[config.mk]
export PLATFORM = sky130hd
export DESIGN_NAME = dsf_status_regs
export DESIGN_NICKNAME = d
export VERILOG_FILES = /design/src/rtl/dsf_pkg.sv /design/src/rtl/dsf_status_regs.sv
export SDC_FILE = /design/constraint.sdc
export NUM_CORES = 1
export LEC_CHECK = 0
export ABC_AREA = 1
export BUFFER_PORTS_ARGS = -buffer_cell sky130_fd_sc_hd__clkbuf_2
export CAP_MARGIN = 10
export CORE_ASPECT_RATIO = 1.25
export CORE_MARGIN = 3
export CORE_UTILIZATION = 46
export DETAILED_ROUTE_END_ITERATION = 16
export PLACE_DENSITY = 0.79
export SETUP_SLACK_MARGIN = 0.2
export SLEW_MARGIN = 20
export SYNTH_ARGS = -nofsm -noshare
export SYNTH_HDL_FRONTEND = slang
export SYNTH_SLANG_ARGS = --single-unit
[constraint.sdc]
create_clock -name clk -period 1.5 [get_ports clk]
set_input_delay 0 -clock clk [delete_from_list [all_inputs] [get_ports clk]]
set_output_delay 0 -clock clk [all_outputs]
set_load 0.01 [all_outputs]
[src/rtl/dsf_pkg.sv]
// Package: register map, field positions and reset values of the status and fault-summary block
package dsf_pkg;

    // ----------------------------------------------------------------
    // Bus geometry
    // ----------------------------------------------------------------
    localparam int          DSF_ADDR_W          = 12;
    localparam int          DSF_DATA_W          = 32;
    localparam logic [1:0]  DSF_RESP_OKAY       = 2'h0;
    localparam logic [1:0]  DSF_RESP_SLVERR     = 2'h2;

    // ----------------------------------------------------------------
    // Register indices (byte address is four times the index)
    // ----------------------------------------------------------------
    localparam logic [9:0]  DSF_IDX_STATUS      = 10'h051;
    localparam logic [9:0]  DSF_IDX_SUMMARY     = 10'h052;
    localparam logic [9:0]  DSF_IDX_CONFIG      = 10'h060;
    localparam logic [9:0]  DSF_IDX_IRQ_STATUS  = 10'h061;
    localparam logic [9:0]  DSF_IDX_IRQ_MASK    = 10'h062;

    // ----------------------------------------------------------------
    // device_status fields
    // ----------------------------------------------------------------
    localparam int          DSF_ST_INIT         = 0;
    localparam int          DSF_ST_SAMPLE       = 1;
    localparam int          DSF_ST_LINK_RESET   = 3;
    localparam int          DSF_ST_LINK_CLEAR   = 4;
    localparam int          DSF_ST_CHAIN_LATCH  = 5;
    localparam int          DSF_ST_CHAIN_LIVE   = 6;
    localparam int          DSF_ST_ANY_FAULT    = 7;

    // ----------------------------------------------------------------
    // fault_summary fields: type k sits at bit DSF_SUM_MSB - k
    // ----------------------------------------------------------------
    localparam int          DSF_FAULT_TYPES     = 10;
    localparam int          DSF_FAULT_W         = 16;
    localparam int          DSF_SUM_MSB         = 15;
    localparam int          DSF_SUM_LSB         = 6;

    // ----------------------------------------------------------------
    // Configuration fields and reset value
    // ----------------------------------------------------------------
    localparam int          DSF_CFG_AUTOCLEAR   = 0;
    localparam int          DSF_CFG_UPSTREAM_EN = 1;
    localparam logic [1:0]  DSF_CFG_RESET       = 2'h2;

    // ----------------------------------------------------------------
    // Interrupt fields and reset values
    // ----------------------------------------------------------------
    localparam int          DSF_IRQ_W           = 5;
    localparam int          DSF_IRQ_CHAIN       = 0;
    localparam int          DSF_IRQ_LINK_CLEAR  = 1;
    localparam int          DSF_IRQ_LINK_RESET  = 2;
    localparam int          DSF_IRQ_SAMPLE      = 3;
    localparam int          DSF_IRQ_FAULT       = 4;
    localparam logic [4:0]  DSF_IRQ_MASK_RESET  = 5'h00;

endpackage : dsf_pkg

[src/rtl/dsf_status_regs.sv]
// Device status, fault summary, individual fault store and AXI4-Lite register slave
//
// Summary of operation
// - any_fault_active reads one while any fault register bit is set; read only.
// - chain_fault_live follows the fault input pin; self-clearing; read only.
// - Live chain fault drives fault output; both chain bits masked when upstream disabled.
// - chain_fault_latched sets on a pin fault while upstream is enabled, holds until a one is written.
// - chain_fault_latched never reaches the fault output.
// - link_clear_seen sets on a clear event, write one clears, no fault output.
// - link_reset_seen sets on a reset event, write one clears, no fault output.
// - sample_available is status bit one, read only, set when results exist.
// - Any host read of result data clears sample_available.
// - Automatic temperature or initialization samples never set sample_available.
// - One sample_available flag covers every channel.
// - init_in_progress is status bit zero, one while initialization runs.
// - Writing one to init_in_progress ends the supply wait; zero does nothing.
// - Ten summary bits from bit 15 down to 6; bits 5 to 0 read zero.
// - A summary bit reads one while any fault of its type is set.
// - Writing one to a summary bit clears all faults of that type.
// - Summary bits derive directly from the fault store, latched or self-clearing.
// - fault_autoclear_mode makes fault bits follow their condition; else they latch.
//
// The AXI4-Lite slave port was decided locally.
`timescale 1ns/1ps
`default_nettype none

module dsf_status_regs
    import dsf_pkg::*;
(
    // Clock and reset
    input  wire logic                           clk,
    input  wire logic                           reset_n,
    // AXI4-Lite write address
    input  wire logic [dsf_pkg::DSF_ADDR_W-1:0] s_axi_awaddr,
    input  wire logic [2:0]                     s_axi_awprot,
    input  wire logic                           s_axi_awvalid,
    output var  logic                           s_axi_awready,
    // AXI4-Lite write data and response
    input  wire logic [dsf_pkg::DSF_DATA_W-1:0] s_axi_wdata,
    input  wire logic [3:0]                     s_axi_wstrb,
    input  wire logic                           s_axi_wvalid,
    output var  logic                           s_axi_wready,
    output var  logic [1:0]                     s_axi_bresp,
    output var  logic                           s_axi_bvalid,
    input  wire logic                           s_axi_bready,
    // AXI4-Lite read
    input  wire logic [dsf_pkg::DSF_ADDR_W-1:0] s_axi_araddr,
    input  wire logic [2:0]                     s_axi_arprot,
    input  wire logic                           s_axi_arvalid,
    output var  logic                           s_axi_arready,
    output var  logic [dsf_pkg::DSF_DATA_W-1:0] s_axi_rdata,
    output var  logic [1:0]                     s_axi_rresp,
    output var  logic                           s_axi_rvalid,
    input  wire logic                           s_axi_rready,
    // Chain fault pin and link events
    input  wire logic                           chain_fault_pin,
    input  wire logic                           link_clear_event,
    input  wire logic                           link_reset_event,
    // Sampling and initialization
    input  wire logic                           sample_collected,
    input  wire logic                           sample_auto,
    input  wire logic                           sample_read,
    input  wire logic                           init_busy,
    output logic                                init_skip_wait,
    // Raw fault conditions per type
    input  wire logic [dsf_pkg::DSF_FAULT_W-1:0] fault_raw [dsf_pkg::DSF_FAULT_TYPES],
    // Fault and interrupt outputs
    output logic                                fault_out,
    output logic                                irq
);
    import dsf_pkg::*;

    // ----------------------------------------------------------------
    // Helpers
    // ----------------------------------------------------------------
    function automatic logic [31:0] strb_mask(input logic [3:0] strb);
        strb_mask = {{8{strb[3]}}, {8{strb[2]}}, {8{strb[1]}}, {8{strb[0]}}};
    endfunction : strb_mask

    function automatic logic hit(input logic [9:0] idx);
        hit = (idx == DSF_IDX_STATUS) || (idx == DSF_IDX_SUMMARY) || (idx == DSF_IDX_CONFIG)
            || (idx == DSF_IDX_IRQ_STATUS) || (idx == DSF_IDX_IRQ_MASK);
    endfunction : hit

    // ----------------------------------------------------------------
    // State
    // ----------------------------------------------------------------
    logic                   chain_meta;
    logic                   chain_sync;
    logic                   chain_live_q;
    logic                   any_fault_q;
    logic [1:0]             cfg;
    logic                   chain_latched;
    logic                   link_clear_seen;
    logic                   link_reset_seen;
    logic                   sample_available;
    logic [DSF_FAULT_W-1:0] fault_bits      [DSF_FAULT_TYPES];
    logic [DSF_FAULT_W-1:0] next_fault_bits [DSF_FAULT_TYPES];
    logic [DSF_IRQ_W-1:0]   irq_status;
    logic [DSF_IRQ_W-1:0]   irq_mask;
    logic                   aw_held;
    logic                   w_held;
    logic [9:0]             wr_idx;
    logic [31:0]            wr_data;
    logic [3:0]             wr_strb;

    // ----------------------------------------------------------------
    // Write decode
    // ----------------------------------------------------------------
    wire        wr_fire      = aw_held & w_held & ~s_axi_bvalid;
    wire [31:0] wr_ones      = wr_data & strb_mask(wr_strb);
    wire        wr_status    = wr_fire && (wr_idx == DSF_IDX_STATUS);
    wire        wr_summary   = wr_fire && (wr_idx == DSF_IDX_SUMMARY);
    wire        wr_config    = wr_fire && (wr_idx == DSF_IDX_CONFIG) && wr_strb[0];
    wire        wr_irq_stat  = wr_fire && (wr_idx == DSF_IDX_IRQ_STATUS);
    wire        wr_irq_mask  = wr_fire && (wr_idx == DSF_IDX_IRQ_MASK) && wr_strb[0];

    // ----------------------------------------------------------------
    // Derived status
    // ----------------------------------------------------------------
    wire        autoclear    = cfg[DSF_CFG_AUTOCLEAR];
    wire        upstream_en  = cfg[DSF_CFG_UPSTREAM_EN];
    wire        chain_live   = chain_sync & upstream_en;
    wire        latched_vis  = chain_latched & upstream_en;
    wire        sample_set   = sample_collected & ~sample_auto;
    wire        clr_latched  = wr_status & wr_ones[DSF_ST_CHAIN_LATCH];
    wire        clr_clear    = wr_status & wr_ones[DSF_ST_LINK_CLEAR];
    wire        clr_reset    = wr_status & wr_ones[DSF_ST_LINK_RESET];

    logic [DSF_FAULT_TYPES-1:0] type_active;
    logic [15:0]                summary_val;
    always_comb begin
        summary_val = 16'h0000;
        for (int k = 0; k < DSF_FAULT_TYPES; k++) begin
            type_active[k]                = |fault_bits[k];
            summary_val[DSF_SUM_MSB - k]  = type_active[k];
        end
    end

    wire        any_fault    = |type_active;
    wire [7:0]  status_val   = {any_fault, chain_live, latched_vis, link_clear_seen,
                                link_reset_seen, 1'b0, sample_available, init_busy};

    // ----------------------------------------------------------------
    // Individual fault store
    // ----------------------------------------------------------------
    always_comb begin
        for (int k = 0; k < DSF_FAULT_TYPES; k++) begin
            if (autoclear) begin
                next_fault_bits[k] = fault_raw[k];
            end else if (wr_summary && wr_ones[DSF_SUM_MSB - k]) begin
                next_fault_bits[k] = fault_raw[k];
            end else begin
                next_fault_bits[k] = fault_bits[k] | fault_raw[k];
            end
        end
    end

    always_ff @(posedge clk) begin
        for (int k = 0; k < DSF_FAULT_TYPES; k++) begin
            fault_bits[k] <= reset_n ? next_fault_bits[k] : '0;
        end
    end

    // ----------------------------------------------------------------
    // Chain pin synchroniser and status flags
    // ----------------------------------------------------------------
    always_ff @(posedge clk) begin
        if (!reset_n) begin
            chain_meta       <= 1'b0;
            chain_sync       <= 1'b0;
            chain_latched    <= 1'b0;
            link_clear_seen  <= 1'b0;
            link_reset_seen  <= 1'b0;
            sample_available <= 1'b0;
        end else begin
            chain_meta       <= chain_fault_pin;
            chain_sync       <= chain_meta;
            chain_latched    <= chain_live | (chain_latched & ~clr_latched);
            link_clear_seen  <= link_clear_event | (link_clear_seen & ~clr_clear);
            link_reset_seen  <= link_reset_event | (link_reset_seen & ~clr_reset);
            sample_available <= sample_set | (sample_available & ~sample_read);
        end
    end

    // ----------------------------------------------------------------
    // Fault output, init skip, configuration, interrupts
    // ----------------------------------------------------------------
    wire [DSF_IRQ_W-1:0] irq_event = {any_fault & ~any_fault_q, sample_set, link_reset_event,
                                      link_clear_event, chain_live & ~chain_live_q};
    wire [DSF_IRQ_W-1:0] irq_clr   = wr_irq_stat ? wr_ones[DSF_IRQ_W-1:0] : '0;

    always_ff @(posedge clk) begin
        if (!reset_n) begin
            fault_out      <= 1'b0;
            init_skip_wait <= 1'b0;
            chain_live_q   <= 1'b0;
            any_fault_q    <= 1'b0;
            cfg            <= DSF_CFG_RESET;
            irq_status     <= '0;
            irq_mask       <= DSF_IRQ_MASK_RESET;
            irq            <= 1'b0;
        end else begin
            fault_out      <= any_fault | chain_live;
            init_skip_wait <= wr_status & wr_ones[DSF_ST_INIT];
            chain_live_q   <= chain_live;
            any_fault_q    <= any_fault;
            if (wr_config) begin
                cfg <= wr_data[1:0];
            end
            irq_status     <= irq_event | (irq_status & ~irq_clr);
            if (wr_irq_mask) begin
                irq_mask <= wr_data[DSF_IRQ_W-1:0];
            end
            // A set mask bit keeps its status bit off the interrupt
            irq            <= |(irq_status & ~irq_mask);
        end
    end

    // ----------------------------------------------------------------
    // AXI4-Lite write channel
    // ----------------------------------------------------------------
    always_ff @(posedge clk) begin
        if (!reset_n) begin
            s_axi_awready <= 1'b0;
            s_axi_wready  <= 1'b0;
            s_axi_bvalid  <= 1'b0;
            s_axi_bresp   <= DSF_RESP_OKAY;
            aw_held       <= 1'b0;
            w_held        <= 1'b0;
            wr_idx        <= '0;
            wr_data       <= '0;
            wr_strb       <= '0;
        end else begin
            if (s_axi_awvalid && s_axi_awready) begin
                aw_held       <= 1'b1;
                wr_idx        <= s_axi_awaddr[11:2];
                s_axi_awready <= 1'b0;
            end else if (!aw_held && !s_axi_bvalid) begin
                s_axi_awready <= 1'b1;
            end
            if (s_axi_wvalid && s_axi_wready) begin
                w_held       <= 1'b1;
                wr_data      <= s_axi_wdata;
                wr_strb      <= s_axi_wstrb;
                s_axi_wready <= 1'b0;
            end else if (!w_held && !s_axi_bvalid) begin
                s_axi_wready <= 1'b1;
            end
            if (wr_fire) begin
                aw_held      <= 1'b0;
                w_held       <= 1'b0;
                s_axi_bvalid <= 1'b1;
                s_axi_bresp  <= hit(wr_idx) ? DSF_RESP_OKAY : DSF_RESP_SLVERR;
            end else if (s_axi_bvalid && s_axi_bready) begin
                s_axi_bvalid <= 1'b0;
            end
        end
    end

    // ----------------------------------------------------------------
    // AXI4-Lite read channel
    // ----------------------------------------------------------------
    wire [9:0]  rd_idx = s_axi_araddr[11:2];
    logic [31:0] rd_val;
    always_comb begin
        unique case (rd_idx)
            DSF_IDX_STATUS:     rd_val = {24'h000000, status_val};
            DSF_IDX_SUMMARY:    rd_val = {16'h0000, summary_val};
            DSF_IDX_CONFIG:     rd_val = {30'h00000000, cfg};
            DSF_IDX_IRQ_STATUS: rd_val = {27'h0000000, irq_status};
            DSF_IDX_IRQ_MASK:   rd_val = {27'h0000000, irq_mask};
            default:            rd_val = 32'h00000000;
        endcase
    end

    always_ff @(posedge clk) begin
        if (!reset_n) begin
            s_axi_arready <= 1'b0;
            s_axi_rvalid  <= 1'b0;
            s_axi_rdata   <= '0;
            s_axi_rresp   <= DSF_RESP_OKAY;
        end else begin
            if (s_axi_arvalid && s_axi_arready) begin
                s_axi_arready <= 1'b0;
                s_axi_rvalid  <= 1'b1;
                s_axi_rdata   <= rd_val;
                s_axi_rresp   <= hit(rd_idx) ? DSF_RESP_OKAY : DSF_RESP_SLVERR;
            end else if (s_axi_rvalid && s_axi_rready) begin
                s_axi_rvalid  <= 1'b0;
                s_axi_arready <= 1'b1;
            end else if (!s_axi_rvalid) begin
                s_axi_arready <= 1'b1;
            end
        end
    end
endmodule : dsf_status_regs

`default_nettype wire

After elaboration in Yosys (flattened, before gate mapping). Memories as Yosys holds them, arrays and structs flattened. Index checks and enable logic that the tools add are counted. Widths: inputs -> output; s select.

Bits in registers: 94. Memory bits (writable): 160. Input port bits: 240. Output and inout port bits: 44. Logic and storage cells: 177. Memories kept: 1.

Equal/unequal tests: 11. Multiplexer cells: 40. Bitwise logic cells: 45. Reduce and logical (&&, ||, !) cells: 53.

Memories: fault_bits (words 10, bits a word 16, rd ports 10, clocked after memory_dff 0, write ports 10, line dsf_status_regs.sv:97) `logic [DSF_FAULT_W-1:0] fault_bits [DSF_FAULT_TYPES];`.

Operators by type and width (count): $mux 16 (30); $or 16x16->16 (10); $reduce_or 16->1 (10); $reduce_or 160->1 (1); $eq 10x7->1 const B (10); $pmux 16 s5 (1); $logic_and 1x1->1 (24); $and 16x16->16 (1); $and 1x1->1 (15); $and 5x5->5 (2); $not 5->5 (2); $not 1->1 (9); $logic_or 1x1->1 (8); $reduce_or 2->1 (4); $mux 1 (6); $mux 5 (1); $or 1x1->1 (5); $or 5x5->5 (1); $reduce_or 5->1 (1); $mux 2 (2); $reduce_bool 2->1 (2); $logic_not 1->1 (3); $ne 2x1->1 const B (1).

Logic depth before layout (Yosys ltp).
Depth after elaboration: 7. Gate-level depth with buffers: 11. Gate-level depth less buffers: 11.

Worst setup path before layout. No wires, ideal clock.

Path kind: register to register. Start point: register s_axi_bvalid. End point: memory fault_bits[9][10]. Setup time: 128 ps. Arrival time: 1492 ps. Path slack: -119 ps. Stages on the path, launching flop included: 10. Path buffers: 1. Path through: dfxtp_1 nor2_1 nand2_1 nor2_2 inv_2 nor3_1 nor2_1 buf_2 a21oi_1 nor2_1.

RTL lines: from (decl) (line dsf_status_regs.sv:44) `output var logic s_axi_bvalid,`; from (signal assigned) (line dsf_status_regs.sv:227) `s_axi_bvalid <= 1'b0;`; from (signal assigned) (line dsf_status_regs.sv:253) `s_axi_bvalid <= 1'b1;`; from (signal assigned) (line dsf_status_regs.sv:256) `s_axi_bvalid <= 1'b0;`; to (decl) (line dsf_status_regs.sv:97).

==> out/metrics.csv <==
metric,value,unit
"Seq/Total Area, Yosys",51.8,%
DR DRC count,0,
FMAX,0.584,GHz
Cell Pwr Density,1010,nW/µm²
top cell type's share of synthesized area,51.8,%
share of layout cells above drive strength 1,33.6,%
maximum vdd drop,0.850,mV
Final TNS setup,-23.44,ns
TritonCTS buffer count,24,
first-pass GRT wire length,53100,µm
ys flop type,dfxtp_1,
die area,21600,µm²
maximum clock insertion buffer count,3,
Hold Crit Class,in -> reg,
crit end category,flip-flop,
synthesis-to-finish area growth,65.5,%
Via Count,10800,
Slew Limit Fails,0,
CTS sink cnt,236,
post-DP HPWL,17500,µm
leakage,7.30,nW
area of the multi-input gates,4410,µm²
grt peak-use layer,met2,
Initial Util,47.7,%
GR Util All Layers,30.2,%
drt first pass iters,5,
pin count of the biggest net entering global routing,107,
Yosys cell types,31,
Yosys reg bits,236,
Crit Path Category,reg -> reg,
H-tree depth,1,
antenna-violating nets left,0,
outcome,finished with violations,
crit path max fanout,8,
post-synthesis area per instance,7.52,µm²
wire length per cell,19.0,µm
number of synthesized flops with an enable pin,0,
Core Region,19100,µm²
die height,163,µm
antenna violations before repair,3,
Pwr Total,15.2,mW
Placer Congestion,0.834,
Fin. Hold Viols,0,
violated checks,setup timing,
Cells after Synth,1213,
Slew headroom,63.4,%
CTS tree,yes,
routing usage on met1,31.5,%
M3 GR Usage,5.48,%
Top Ports,284,
Tcrit/Tclk final,114,%
Nets,1941,
Clock transition at path regs,0.06,ns
minimum clock period,1.71,ns
grt ovf,0,
post-DR vias/cell,5.44,
top post-synthesis cells by area,"dfxtp_1 (52%), a21oi_1 (10%), nor2_1 (8.2%)",
final wirelength,37600,µm
yosys warns,0,
detailed router's first-iteration violation count,831,
count of final setup violators,174,
CTS root buf,clkbuf_16,
Row Count,56,
asr flop ratio synth,0,%
Netlist Area Pre-Place,9120,µm²
R2R setup slack,-0.21,ns
Max-Cap Viols,0,
Die X,132,µm
fillers,1087,
Final WS setup,-0.214,ns
Critical Path RT,1.88,ns
worst endpoint data arrival time,2.09,ns
Port Buffers,237,
clock skew,0.00870,ns
Clock Latency Late Sink,0.51,ns
register area,4740,µm²
RSZ-0062 raised after global routing,true,
Synth area leader,dfxtp_1,
synth cell count leaders,"dfxtp_1 (236), nor2_1 (199), a21oi_1 (188)",
vias in the first global route,10700,
crit start category,flip-flop,
grt met2 use,56.3,%
Worst Tran Pin Value,0.550,ns
most frequent cell after synthesis,dfxtp_1,
==> critical path: stages (launching register included) <==
cell and delay, ns:
dfxtp_2 0.34, inv_2 0.05, nor2_4 0.13, nand2_4 0.08, buf_12 0.13, nor3_4 0.22, buf_6 0.21, nand2_4 0.09
buf_12 0.15, nand3_1 0.10, a21oi_1 0.08
==> layer usage <==
metal | part of all wire (%) | vias to the layer above | routed length [µm]
li1 | - | 4851 | -
met1 | 33 | 5047 | 12600
met2 | 52 | 692 | 19700
met3 | 6.8 | 205 | 2550
met4 | 7.3 | 0 | 2750
met5 | 0 | - | 0
==> power breakdown <==
| group | switching (mW) | internal [mW] |
|---|---|---|
| clock network | 2.50 | 3.62 |
| registers | 0.314 | 6.68 |
| logic | 1.02 | 1.07 |
| total | 3.83 | 11.4 |
==> what timing repair did <==
action                                  4_1_cts  5_1_grt
hold buffers                                204        0
buffers inserted                              7        9
resized for setup                            39      230
endpoints found under the setup margin      179      201
gates cloned                                  1        6
hold endpoints to repair                    214        0
pin swaps                                     6       39
==> cell type report <==
class / instances / area share, %
Sequential cell: 236 / 31.4
Multi-Input combinational cell: 746 / 29.2
Timing Repair Buffer: 516 / 27.3
Clock buffer: 39 / 5.03
Inverter: 177 / 4.49
Tap cell: 261 / 2.16
Clock inverter: 4 / 0.315
Antenna cell: 4 / 0.0663
==> cell usage in the layout, fill, tap and decap left out, drive strengths merged <==
| master | count |
|---|---|
| diode | 4 |
| a211oi | 5 |
| nor3 | 6 |
| dfxtp | 236 |
| clkinv | 3 |
| nor4 | 3 |
| o41ai | 1 |
| a32o | 8 |
| dlygate4sd3 | 204 |
| o22ai | 4 |
| a21oi | 188 |
| o31ai | 1 |
| o21a | 1 |
| nand2 | 110 |
| o211ai | 1 |
| nand3 | 141 |
| clkbuf | 280 |
| o21bai | 1 |
| bufinv | 1 |
| clkinvlp | 1 |
| nor2 | 202 |
| a41oi | 1 |
| inv | 176 |
| nand4 | 2 |
| conb | 18 |
| buf | 71 |
| or2 | 2 |
| o21ai | 51 |
==> stage by stage <==
| stage | setup WS, ns | area, µm² | util [%] | instances | hold WS [ns] |
|---|---|---|---|---|---|
| after CTS | -0.148 | 14000 | 73.4 | 1964 | 0.00603 |
| final | -0.214 | 15100 | 78.9 | 1983 | 0.0538 |
| after detailed placement | -0.335 | 11000 | 57.5 | 1709 | 0.195 |
| after floorplan | -0.0856 | 9260 | - | 1230 | 0.0976 |
| after global routing | -0.314 | 15100 | 78.9 | 1982 | 0.0857 |
| after global placement | -0.246 | 11000 | 57.5 | 1709 | 0.189 |
==> cells by family (layout without fill, tap and decap cells) <==
| group | Yosys count | in the layout | synth area share, % |
|---|---|---|---|
| other cells | 1 | 22 | 0.0411 |
| compound gates | 262 | 262 | 15.2 |
| flops | 236 | 236 | 51.8 |
| buf+inv | 249 | 736 | 11.2 |
| simple gates | 465 | 466 | 21.8 |
==> state kept, by name, indices dropped and copies added, names as in the netlist, 2 cells and up <==
register and count:
s_axi_rdata 16, irq_mask 5, irq_status 5, cfg 2, wr_strb 2, fault_bits 160, wr_idx 10, wr_data 16
==> final timing paths <==
check | depth (start not counted) | start | end
hold reg to reg | 2 | chain_meta$_SDFF_PN0_ | chain_sync$_SDFF_PN0_
setup / recovery | 10 | w_held$_SDFFE_PP0P_ | fault_bits[2][2]$_SDFF_PN0_
setup reg to reg | 10 | w_held$_SDFFE_PP0P_ | fault_bits[2][2]$_SDFF_PN0_
hold / removal | 6 | s_axi_araddr[10] | s_axi_rdata[5]$_SDFFE_PN0P_
Power figures use the tool's default switching activity.
